<file path="config.mk">
export PLATFORM = sky130hd
export DESIGN_NAME = interval_timer
export DESIGN_NICKNAME = d
export VERILOG_FILES = /design/src/hw/interval_timer_pkg.sv /design/src/hw/interval_timer.sv
export SDC_FILE = /design/constraint.sdc
export NUM_CORES = 1
export LEC_CHECK = 0
export CORE_UTILIZATION = 40
export DETAILED_ROUTE_END_ITERATION = 10
export DONT_BUFFER_PORTS = 1
export SYNTH_ARGS = -nofsm -noshare
export SYNTH_HDL_FRONTEND = slang
export SYNTH_SLANG_ARGS = --single-unit
</file>
<file path="constraint.sdc">
create_clock -name CLK_SYS -period 3.1 [get_ports CLK_SYS]
set_clock_uncertainty 0.05 [all_clocks]
set_input_delay 0.31 -clock CLK_SYS [delete_from_list [all_inputs] [get_ports CLK_SYS]]
set_output_delay 0.31 -clock CLK_SYS [all_outputs]
set_load 0.005 [all_outputs]
</file>
<file path="src/hw/interval_timer_pkg.sv">
// Constants, register map and carrier types of the three-channel interval timer.
// Assumes a single system clock; register indices are scaled by four into byte addresses.
package interval_timer_pkg;
    localparam int NUM_CH = 3;
    localparam int CNT_W = 8;
    localparam int CODE_W = 3;
    localparam int PRE_W = 13;
    localparam int IDX_W = 16;

    // Register indices; byte address is four times the index
    localparam logic [IDX_W-1:0] IDX_COUNT_VALUE_0 = 16'hFF16;
    localparam logic [IDX_W-1:0] IDX_COUNT_VALUE_1 = 16'hFF6F;
    localparam logic [IDX_W-1:0] IDX_COUNT_VALUE_2 = 16'hFF51;
    localparam logic [IDX_W-1:0] IDX_CLOCK_SELECT_0 = 16'hFF6A;
    localparam logic [IDX_W-1:0] IDX_CLOCK_SELECT_1 = 16'hFF8C;
    localparam logic [IDX_W-1:0] IDX_CLOCK_SELECT_2 = 16'hFF5B;
    localparam logic [IDX_W-1:0] IDX_MODE_CONTROL_0 = 16'hFF6B;
    localparam logic [IDX_W-1:0] IDX_MODE_CONTROL_1 = 16'hFF43;
    localparam logic [IDX_W-1:0] IDX_MODE_CONTROL_2 = 16'hFF5C;
    localparam logic [IDX_W-1:0] IDX_EVENT_GATE = 16'hFF4F;
    localparam logic [IDX_W-1:0] IDX_MATCH_VALUE_0 = 16'hFF18;
    localparam logic [IDX_W-1:0] IDX_MATCH_VALUE_1 = 16'hFF19;
    localparam logic [IDX_W-1:0] IDX_MATCH_VALUE_2 = 16'hFF1A;
    localparam logic [IDX_W-1:0] IDX_IRQ_STATUS = 16'hFF20;
    localparam logic [IDX_W-1:0] IDX_IRQ_MASK = 16'hFF21;

    localparam logic [IDX_W-1:0] IDX_COUNT_VALUE [NUM_CH] = '{16'hFF16, 16'hFF6F, 16'hFF51};
    localparam logic [IDX_W-1:0] IDX_CLOCK_SELECT [NUM_CH] = '{16'hFF6A, 16'hFF8C, 16'hFF5B};
    localparam logic [IDX_W-1:0] IDX_MODE_CONTROL [NUM_CH] = '{16'hFF6B, 16'hFF43, 16'hFF5C};
    localparam logic [IDX_W-1:0] IDX_MATCH_VALUE [NUM_CH] = '{16'hFF18, 16'hFF19, 16'hFF1A};

    localparam int BIT_COUNT_ENABLE = 7;
    localparam int BIT_EVENT_GATE = 2;
    localparam logic [CNT_W-1:0] CNT_RESET = 8'h00;
    localparam logic [CNT_W-1:0] MATCH_RESET = 8'h00;
    localparam logic [CODE_W-1:0] CODE_RESET = 3'h0;

    // Clock select codes
    localparam logic [CODE_W-1:0] CODE_EDGE_FALL = 3'h0;
    localparam logic [CODE_W-1:0] CODE_EDGE_RISE = 3'h1;
    localparam logic [CODE_W-1:0] CODE_DIV_A = 3'h2;
    localparam logic [CODE_W-1:0] CODE_DIV_B = 3'h3;
    localparam logic [CODE_W-1:0] CODE_DIV_C = 3'h4;
    localparam logic [CODE_W-1:0] CODE_DIV_D = 3'h5;
    localparam logic [CODE_W-1:0] CODE_DIV_E = 3'h6;
    localparam logic [CODE_W-1:0] CODE_DIV_F = 3'h7;

    // Divider exponents per channel for codes 010..111 (power of two)
    localparam logic [3:0] DIV_EXP [NUM_CH][6] = '{
        '{4'h0, 4'h1, 4'h2, 4'h6, 4'h8, 4'hD},
        '{4'h0, 4'h1, 4'h4, 4'h6, 4'h8, 4'h0},
        '{4'h0, 4'h1, 4'h4, 4'h6, 4'h8, 4'hC}
    };

    localparam logic [1:0] HTRANS_NONSEQ = 2'h2;
    localparam logic HRESP_OKAY = 1'b0;

    typedef struct packed {
        logic enable;
        logic [CODE_W-1:0] code;
        logic [CNT_W-1:0] match;
    } chan_cfg_t;

    typedef struct packed {
        logic valid;
        logic write;
        logic [31:0] addr;
    } bus_phase_t;

    function automatic logic [31:0] byte_addr(input logic [IDX_W-1:0] idx);
        byte_addr = {14'h0000, idx, 2'h0};
    endfunction : byte_addr
endpackage : interval_timer_pkg

</file>
<file path="src/hw/interval_timer.sv">
// Three 8-bit interval/event counters with match interrupts behind an AHB-Lite slave.
// Assumes a zero-wait-state AHB-Lite master; event, gate and companion inputs are asynchronous.
// What this block does
// (RL1) Each channel holds an 8-bit up-counter that adds one on every selected count clock tick.
// (RL2) The counter is read-only and bus writes never alter the count.
// (RL3) The counter returns to 00H on reset, when counting is disabled, and on a match.
// (RL4) The counter is compared with the match value on each count tick while enabled, and equality on that tick raises the request.
// (RL5) The match value takes any 8-bit value from 00H to FFH and each value is used as it is.
// (RL6) The match value is read and written by the bus and resets to 00H.
// (RL7) The match value is only handled as a whole 8-bit quantity.
// (RL8) Software changes the match value only while the counter is stopped.
// (RL9) The clock select register picks count clock and event edge, takes writes, resets to 00H.
// (RL10) Channel 0 codes 010 to 111 give the clock divided by 1, 2, 4, 64, 256 and 8192.
// (RL11) Channel 1 codes 010 to 110 give divide by 1, 2, 16, 64, 256 and 111 the companion output.
// (RL12) Software stops the counter before writing a new clock select value.
// (RL13) Software writes zeros into bits 3 to 7 of the clock select register.
// (RL14) Bit 7 of the mode control register enables counting, and clearing it stops and clears.
// (RL15) Channel 2 codes 000 and 001 count falling or rising edges of the gated event input.
// (RL16) On a match the request pulses for one system clock cycle and the clear happens on the match tick.
`timescale 1ns/1ps
module interval_timer (
    input wire logic CLK_SYS,
    input wire logic ARST_N,
    input wire logic HSEL,
    input wire logic [31:0] HADDR,
    input wire logic [1:0] HTRANS,
    input wire logic HWRITE,
    input wire logic [2:0] HSIZE,
    input wire logic [31:0] HWDATA,
    input wire logic HREADY,
    output logic [31:0] HRDATA,
    output logic HREADYOUT,
    output logic HRESP,
    input wire logic EVENT_IN_PIN,
    input wire logic EVENT_GATE_IN,
    input wire logic COMPANION_TIMER_OUTPUT,
    output logic [interval_timer_pkg::NUM_CH-1:0] MATCH_INTERRUPT_REQUEST,
    output logic IRQ
);
    import interval_timer_pkg::*;

    typedef enum logic [1:0] {
        SYNC_A = 2'b00,
        SYNC_B = 2'b01,
        SYNC_C = 2'b10
    } sync_slot_t;

    function automatic logic div_tick(input logic [PRE_W-1:0] pre, input logic [3:0] expo);
        logic [PRE_W-1:0] mask;
        mask = PRE_W'((14'h0001 << expo) - 14'h0001);
        div_tick = ((pre & mask) == mask);
    endfunction : div_tick

    logic [PRE_W-1:0] pre_q, pre_d;
    logic [2:0] sync1_q, sync2_q, sync3_q;
    logic [2:0] sync1_d, sync2_d, sync3_d;
    chan_cfg_t cfg_q [NUM_CH];
    chan_cfg_t cfg_d [NUM_CH];
    logic [CNT_W-1:0] cnt_q [NUM_CH];
    logic [CNT_W-1:0] cnt_d [NUM_CH];
    logic [NUM_CH-1:0] match_irq_q, match_irq_d;
    logic [NUM_CH-1:0] status_q, status_d;
    logic [NUM_CH-1:0] mask_q, mask_d;
    logic gate_en_q, gate_en_d;
    bus_phase_t phase_q, phase_d;
    logic [31:0] rdata_q, rdata_d;
    logic [NUM_CH-1:0] tick;
    logic ev_rise, ev_fall, comp_rise, ev_pass_now, ev_pass_old;
    logic addr_take, status_read;

    // Prescaler and input synchronisers
    always_comb begin
        pre_d = pre_q + PRE_W'(1);
        sync1_d = {COMPANION_TIMER_OUTPUT, EVENT_GATE_IN, EVENT_IN_PIN};
        sync2_d = sync1_q;
        sync3_d = sync2_q;
    end

    always_ff @(posedge CLK_SYS or negedge ARST_N) begin
        if (!ARST_N) begin
            pre_q <= '0;
            sync1_q <= '0;
            sync2_q <= '0;
            sync3_q <= '0;
        end else begin
            pre_q <= pre_d;
            sync1_q <= sync1_d;
            sync2_q <= sync2_d;
            sync3_q <= sync3_d;
        end
    end

    // Gate forced open when gating is off, so the event edge passes straight through
    // (RL15) Gated event edges
    always_comb begin
        ev_pass_now = sync2_q[SYNC_A] & (~gate_en_q | sync2_q[SYNC_B]);
        ev_pass_old = sync3_q[SYNC_A] & (~gate_en_q | sync3_q[SYNC_B]);
        ev_rise = ev_pass_now & ~ev_pass_old;
        ev_fall = ~ev_pass_now & ev_pass_old;
        comp_rise = sync2_q[SYNC_C] & ~sync3_q[SYNC_C];
    end

    // (RL10) (RL11) Count clock selection
    always_comb begin
        for (int i = 0; i < NUM_CH; i++) begin
            case (cfg_q[i].code)
                CODE_EDGE_FALL: tick[i] = (i == 2) ? ev_fall : 1'b0;
                CODE_EDGE_RISE: tick[i] = (i == 2) ? ev_rise : 1'b0;
                CODE_DIV_A: tick[i] = div_tick(pre_q, DIV_EXP[i][0]);
                CODE_DIV_B: tick[i] = div_tick(pre_q, DIV_EXP[i][1]);
                CODE_DIV_C: tick[i] = div_tick(pre_q, DIV_EXP[i][2]);
                CODE_DIV_D: tick[i] = div_tick(pre_q, DIV_EXP[i][3]);
                CODE_DIV_E: tick[i] = div_tick(pre_q, DIV_EXP[i][4]);
                CODE_DIV_F: tick[i] = (i == 1) ? comp_rise : div_tick(pre_q, DIV_EXP[i][5]);
                default: tick[i] = 1'b0;
            endcase
        end
    end

    // Counters, match detection and sticky status
    always_comb begin
        status_d = status_q;
        if (status_read) begin
            status_d = '0;
        end
        for (int i = 0; i < NUM_CH; i++) begin
            cnt_d[i] = cnt_q[i];
            match_irq_d[i] = 1'b0;
            if (!cfg_q[i].enable) begin
                // (RL3) (RL14) Disabled clears count
                cnt_d[i] = CNT_RESET;
            end else if (tick[i]) begin
                if (cnt_q[i] == cfg_q[i].match) begin
                    // (RL4) (RL16) Match clears and pulses
                    cnt_d[i] = CNT_RESET;
                    match_irq_d[i] = 1'b1;
                end else begin
                    // (RL1) Increment on tick
                    cnt_d[i] = cnt_q[i] + CNT_W'(1);
                end
            end
        end
        // New events win over a read-clear in the same cycle
        status_d = status_d | match_irq_d;
    end

    always_ff @(posedge CLK_SYS or negedge ARST_N) begin
        if (!ARST_N) begin
            for (int i = 0; i < NUM_CH; i++) begin
                cnt_q[i] <= CNT_RESET;
            end
            match_irq_q <= '0;
            status_q <= '0;
        end else begin
            cnt_q <= cnt_d;
            match_irq_q <= match_irq_d;
            status_q <= status_d;
        end
    end

    // Bus address phase and read data
    always_comb begin
        addr_take = HSEL & HREADY & (HTRANS == HTRANS_NONSEQ);
        phase_d.valid = addr_take;
        phase_d.write = HWRITE;
        phase_d.addr = HADDR;
        status_read = addr_take & ~HWRITE & (HADDR == byte_addr(IDX_IRQ_STATUS));
        rdata_d = rdata_q;
        if (addr_take && !HWRITE) begin
            rdata_d = '0;
            for (int i = 0; i < NUM_CH; i++) begin
                if (HADDR == byte_addr(IDX_COUNT_VALUE[i])) begin
                    rdata_d[CNT_W-1:0] = cnt_q[i];
                end
                if (HADDR == byte_addr(IDX_CLOCK_SELECT[i])) begin
                    rdata_d[CODE_W-1:0] = cfg_q[i].code;
                end
                if (HADDR == byte_addr(IDX_MODE_CONTROL[i])) begin
                    rdata_d[BIT_COUNT_ENABLE] = cfg_q[i].enable;
                end
                if (HADDR == byte_addr(IDX_MATCH_VALUE[i])) begin
                    rdata_d[CNT_W-1:0] = cfg_q[i].match;
                end
            end
            if (HADDR == byte_addr(IDX_EVENT_GATE)) begin
                rdata_d[BIT_EVENT_GATE] = gate_en_q;
            end
            if (HADDR == byte_addr(IDX_IRQ_STATUS)) begin
                rdata_d[NUM_CH-1:0] = status_q;
            end
            if (HADDR == byte_addr(IDX_IRQ_MASK)) begin
                rdata_d[NUM_CH-1:0] = mask_q;
            end
        end
    end

    always_ff @(posedge CLK_SYS or negedge ARST_N) begin
        if (!ARST_N) begin
            phase_q <= '0;
            rdata_q <= '0;
        end else begin
            phase_q <= phase_d;
            rdata_q <= rdata_d;
        end
    end

    // Register writes in the data phase
    always_comb begin
        cfg_d = cfg_q;
        mask_d = mask_q;
        gate_en_d = gate_en_q;
        if (phase_q.valid && phase_q.write) begin
            for (int i = 0; i < NUM_CH; i++) begin
                // (RL9) Clock select write; upper bits not stored
                if (phase_q.addr == byte_addr(IDX_CLOCK_SELECT[i])) begin
                    cfg_d[i].code = HWDATA[CODE_W-1:0];
                end
                // (RL14) Count enable bit
                if (phase_q.addr == byte_addr(IDX_MODE_CONTROL[i])) begin
                    cfg_d[i].enable = HWDATA[BIT_COUNT_ENABLE];
                end
                // (RL5) (RL6) (RL7) Whole-byte match value
                if (phase_q.addr == byte_addr(IDX_MATCH_VALUE[i])) begin
                    cfg_d[i].match = HWDATA[CNT_W-1:0];
                end
            end
            if (phase_q.addr == byte_addr(IDX_EVENT_GATE)) begin
                gate_en_d = HWDATA[BIT_EVENT_GATE];
            end
            if (phase_q.addr == byte_addr(IDX_IRQ_MASK)) begin
                mask_d = HWDATA[NUM_CH-1:0];
            end
        end
    end

    // (RL2) Count registers have no write path
    always_ff @(posedge CLK_SYS or negedge ARST_N) begin
        if (!ARST_N) begin
            for (int i = 0; i < NUM_CH; i++) begin
                cfg_q[i] <= '{enable: 1'b0, code: CODE_RESET, match: MATCH_RESET};
            end
            mask_q <= '0;
            gate_en_q <= 1'b0;
        end else begin
            cfg_q <= cfg_d;
            mask_q <= mask_d;
            gate_en_q <= gate_en_d;
        end
    end

    // Zero wait states keep the slave simple; every access completes in one data phase
    assign HREADYOUT = 1'b1;
    assign HRESP = HRESP_OKAY;
    assign HRDATA = rdata_q;
    assign MATCH_INTERRUPT_REQUEST = match_irq_q;
    assign IRQ = |(status_q & mask_q);
endmodule : interval_timer

</file>
# Word-level counts from Yosys, hierarchy flattened
# Index checks and enable logic that the tools add are counted.
# totals
out_inout_bits	38
word_cells	164
regBits	134
in_bits	77
# classes
add_sub_neg	4
n_eq_ne	60
mux	38
bitwise	18
n_reduce_logical	20
# op_table
operator	count
$eq 32x18->1 const B	26
$mux 8	16
$eq 3x3->1 const B	12
$add 8x1->8 const B	3
$eq 8x8->1	3
$reduce_and 2->1	11
$eq 3x2->1 const B	6
$mux 3	6
$pmux 1 s7	2
$add 13x1->13 const B	1
$eq 13x13->1 const B	1
$mux 1	13
$eq 12x12->1 const B	1
$and 1x1->1	9
$eq 3x1->1 const B	3
$logic_not 3->1	3
$eq 8x8->1 const B	1
$pmux 1 s8	1
$eq 6x6->1 const B	1
$ne 2x1->1 const B	3
$not 1->1	5
$eq 2x2->1 const B	2
$eq 4x4->1 const B	1
$reduce_or 2->1	2
6 further kinds	8

# Logic depth before layout (Yosys ltp)
# depth
depth_word	15
depth_mapped	8
depth_no_buf	7

# Worst setup path before layout
# No wires, ideal clock.
# synth_timing
path_type	flip-flop to flip-flop
from	register phase_q[26] (netlist bit)
to	register cfg_q[12] (netlist bit)
stages_incl_launch_ff	7
setup_ps	125
slack_ps	893
path_buffers	1
t_arrival_ps	2032
path_cell_list	dfrtp_1 -> nor4_2 -> nand4_1 -> or4_1 -> buf_2 -> nor3_4 -> mux2_2
# synth_via
elab_chain_len	2
# synth_rtl
element	line_no	source
from (decl)	interval_timer.sv:65	bus_phase_t phase_q, phase_d;
from (signal assigned)	interval_timer.sv:202	phase_q <= phase_d;
$eq 32x18->1	interval_timer.sv:223	if (phase_q.addr == byte_addr(IDX_MATCH_VALUE[i])) begin
$reduce_and 2->1 (no line)	-	
to (signal, indexed assignment)	interval_timer.sv:240	cfg_q[i] <= '{enable: 1'b0, code: CODE_RESET, match: MATCH_RESET};
to (signal assigned)	interval_timer.sv:245	cfg_q <= cfg_d;
to (decl)	interval_timer.sv:57	chan_cfg_t cfg_q [NUM_CH];
# No other way between the ends.
# A chain may end at the register's enable or synchronous reset.

# Worst setup path after layout
# layout_timing
from	register pre_q[0]
to	register cnt_q[2] (netlist bit)
# layout_via
elab_chain_len	3
word_cells_on_any_way	6
cone_classes	5 x eq/ne; 1 x mux
# layout_rtl
element	line_no	source
from (decl)	interval_timer.sv:54	logic [PRE_W-1:0] pre_q, pre_d;
from (signal assigned)	interval_timer.sv:86	pre_q <= pre_d;
$eq 12x12->1 (tied with other cells)	interval_timer.sv:51	div_tick = ((pre & mask) == mask);
$pmux 1 s8 (*)	interval_timer.sv:106	case (cfg_q[i].code)
$ne 2x1->1 (no line) (*)	-	
to (signal assigned)	interval_timer.sv:155	cnt_q <= cnt_d;
to (decl)	interval_timer.sv:59	logic [CNT_W-1:0] cnt_q [NUM_CH];
# Mark *: on every way between the ends. The rest lies on a longest branch, timed or not.

==> metrics.cfg <==
[die]
io_pins = 115
dieArea_sq_um = 17770
die_width_um = 133.3
placementRows = 47
core-area_sq_um = 16700
initial_utilization_pct = 41.30
dieHeight_um = 133.3

[logic_synthesis]
synth_area_leaders = dfrtp_1, mux2_2, xor2_1
avgSynthCellArea_sq_um = 10.71
netlist.area_leader.share_pct = 48.61
yosys_most_used_dff = dfrtp_1
synthesis.area_sq_um = 6898
synth_warnings = 0
ys_types = 70
synth_most_common_cell = dfrtp_1
yosys-top-cells-count = dfrtp_1, nand2_1, mux2_2
async_reset_ff_share_pct = 100.0
synth_xor_xnor_area_share_pct = 4.444
netlist_instances = 644
synth_top_family_by_area = simple AND/OR/NAND/NOR gates
ys_ff_latch = 134
synth_fa_ha_area_share_pct = 0.7256
yosys.area_share.simple_pct = 21.88
synth-compound-area-share_pct = 12.41
synth-edff-count = 0
yosysSeqAreaShare_pct = 48.61
synth.area.mux_share_pct = 6.820
synth_largest_area_cell = dfrtp_1

[grt]
grt_pass1_wl_um = 30810
grt_pass1_vias = 5500
grt_max_degree = 135
grt.total_usage_pct = 22.83
grt-ovfl-total = 0
antenna_found_initial = 0

[power]
pwr-share-seq_pct = 44.9
p_clk_share_pct = 50.8
leakage_nw = 3.509
ir_worst_vdd_uv = 352.9
switching_power_mw = 0.8806
swShare_pct = 21.38
internal_power_mw = 3.238
p_comb_share_pct = 4.3
power.density_nw_per_um2 = 507.7

[finish]
fin_nets = 775
nFillCells = 1535
synthToLayoutAreaGrowth_pct = 17.61
multiInputGateArea_sq_um = 3289
design_area_sq_um = 8113
diodes = 0
regArea_sq_um = 3353
drive_above_1_share_pct = 13.86

[clocking]
cts_hold_repair.buffers = 44
clkTransAtPathRegs_ns = 0.06
cts_tree = done
cts.sinks = 134
numCtsBuffers = 17
ctsHtreeMaxLevel = 4
cts-resized-gates = 0
clkLatencyLatePin_ns = 0.43
clockBufferDepth = 2
cts-root-buf = clkbuf_16

[hold_path]
hp-class = primary input to asynchronous set/reset pin

[timing]
period_needed_ns = 2.686
worst_pin_slew_ns = 0.9468
fin_crit_sh_pct = 86.64
tns_ns = 0
worst_hold_slack_ns = -0.4622
fmax_mhz = 372.3
hold_violations = 134
maxSlewHeadroom_pct = 35.25
finalSetupViolations = 0
rsz0062_at_grt = no
slew_viol_final = 0

[critical_path]
worst_setup_path_end_kind = register
critPathKind = register to register
r2r_end = cnt_q[2]$_DFFE_PN0P_
worst_path_most_repeated_cell = a32o_1
cp.depth = 7
critPathTopFamily = compound AO/OA/AOI/OAI gates
slowest_stage = nor2_1
rrSetupSlack_ns = 0.41
cp-startpoint = pre_q[0]$_DFF_PN0_
path_buf_inv = 0
path_cells = ha_1 -> nand3_1 -> nor2_1 -> a32o_1 -> a22o_1 -> o21ai_0 -> a32o_1
crit_path_max_incr_delay_ns = 0.44
cp_max_fo = 10
arrival_ns = 2.95
r2r-start = pre_q[0]$_DFF_PN0_
required_ns = 3.36
worstRegToRegCells = 7
cp-endpoint = cnt_q[2]$_DFFE_PN0P_
worstSetupStartpointType = register

[place]
place.gp.congestion = 0.9315
place_area_sq_um = 7061
dp_hpwl_um = 13720
numPortBuffers = 0

[outcome]
violations = hold timing
status = complete, but fails checks

[drt]
viasPerCell = 5.821
dr_total_vias = 5396
drt-wirelength-per-cell_um = 20.65
drcViolationCount = 0
dr.first_iter.drc_count = 346
drtPass1Iterations = 5
drtAntennaViolNets = 0
wl_um = 19150

[job]
maxCapViolCount = 0

stage by stage:
step	utilization [%]	std cells	power [mW]	worst slack, ns
2_1_floorplan	-	668	1.988	0.8927
3_3_place_gp	42.28	851	1.993	0.3467
3_5_place_dp	42.28	851	1.998	0.4283
4_1_cts	48.58	927	4.160	0.4251
5_1_grt	48.58	927	4.255	0.2084
6_report	48.58	927	4.119	0.4143
worst min path at each step:
stage / to / cells after the start / from / slack [ns]
5_1_grt: sync1_q[1]$_DFF_PN0_ / 0 / ARST_N / -0.49
4_1_cts: cfg_q[9]$_DFFE_PN0P_ / 0 / ARST_N / -0.49
2_1_floorplan: HRDATA[0]$_DFFE_PN0P_ / 0 / ARST_N / -0.04
6_report: phase_q[6]$_DFF_PN0_ / 0 / ARST_N / -0.46
3_5_place_dp: phase_q[31]$_DFF_PN0_ / 0 / ARST_N / -0.03
3_3_place_gp: phase_q[15]$_DFF_PN0_ / 0 / ARST_N / -0.03
registers in the layout, indices dropped and copies added (netlist names):
register / cells
status_q: 3
pre_q: 13
HRDATA: 8
cfg_q: 36
phase_q: 34
sync1_q: 3
gate_en_q: 1
MATCH_INTERRUPT_REQUEST: 3
cnt_q: 24
sync2_q: 3
sync3_q: 3
mask_q: 3
kinds of logic (layout without fill, tap and decap cells):
logic type,Yosys count,after routing
AO/OA/AOI/OAI,114,114
XOR/XNOR,35,35
adder cells (fa/ha/maj),4,4
buffers and inverters,64,103
flip-flops,134,134
multiplexers,42,42
other,2,26
AND/OR/NAND/NOR,249,249
worst reg2reg max path, delay by kind of cell (launching register included):
kind / cells / cell delay (ns)
AND/OR/NAND/NOR: 2 / 0.73
flip-flops: 1 / 0.42
AO/OA/AOI/OAI: 4 / 1.14
adder cells (fa/ha/maj): 1 / 0.23
power groups by stage:
stage | Sequential, mW | Clock (mW) | Combinational (mW)
after floorplan | 1.86 | 0 | 0.124
after global placement | 1.88 | 0 | 0.115
after detailed placement | 1.88 | 0 | 0.118
after CTS | 1.85 | 2.14 | 0.175
after global routing | 1.86 | 2.21 | 0.194
final | 1.85 | 2.09 | 0.177
layout by cell type, fill, tap and decap left out, types with 4 or more instances in the layout:
cell / instances
nor3_1: 17
nor4_1: 19
o41ai_1: 4
xnor2_1: 12
a21o_1: 5
nand4_1: 10
a221oi_1: 9
a32o_1: 12
clkbuf_8: 4
clkbuf_16: 17
buf_4: 11
a32oi_1: 4
conb_1: 26
o22ai_1: 11
xor2_1: 23
ha_1: 4
nor2_1: 28
a21oi_1: 18
nand3_1: 31
dlygate4sd3_1: 44
nand3b_1: 10
dfrtp_1: 134
a22o_1: 5
and3b_1: 6
nand2b_1: 12
nand2_1: 48
nor2b_1: 4
inv_1: 16
a211oi_1: 4
nor3b_1: 5
and2_1: 4
o21ai_0: 13
mux2_2: 40
o21a_1: 4
and3_1: 20
or3_1: 5
layout make-up:
class	count	share of cell area (%)
Multi-Input combinational cell	470	40.55
Timing Repair Buffer	55	6.447
Clock buffer	24	6.061
Sequential cell	134	41.33
Clock inverter	8	1.481
Tap cell	220	3.393
Inverter	16	0.7403
routing by layer:
metal / global-route usage, % / routed length [um] / up-vias
met5: 0 / 0 / -
met4: 10.16 / 536 / 0
met3: 5.061 / 898 / 29
met2: 35.56 / 9044 / 169
met1: 30.44 / 8667 / 2728
li1: - / - / 2470
repair_timing:
item | 4_1_cts | 5_1_grt
setup endpoints to repair | 0 | 0
hold endpoints to repair | 210 | 134
setup buffers | 0 | 0
No activity file was read; power rests on OpenSTA's default activity.
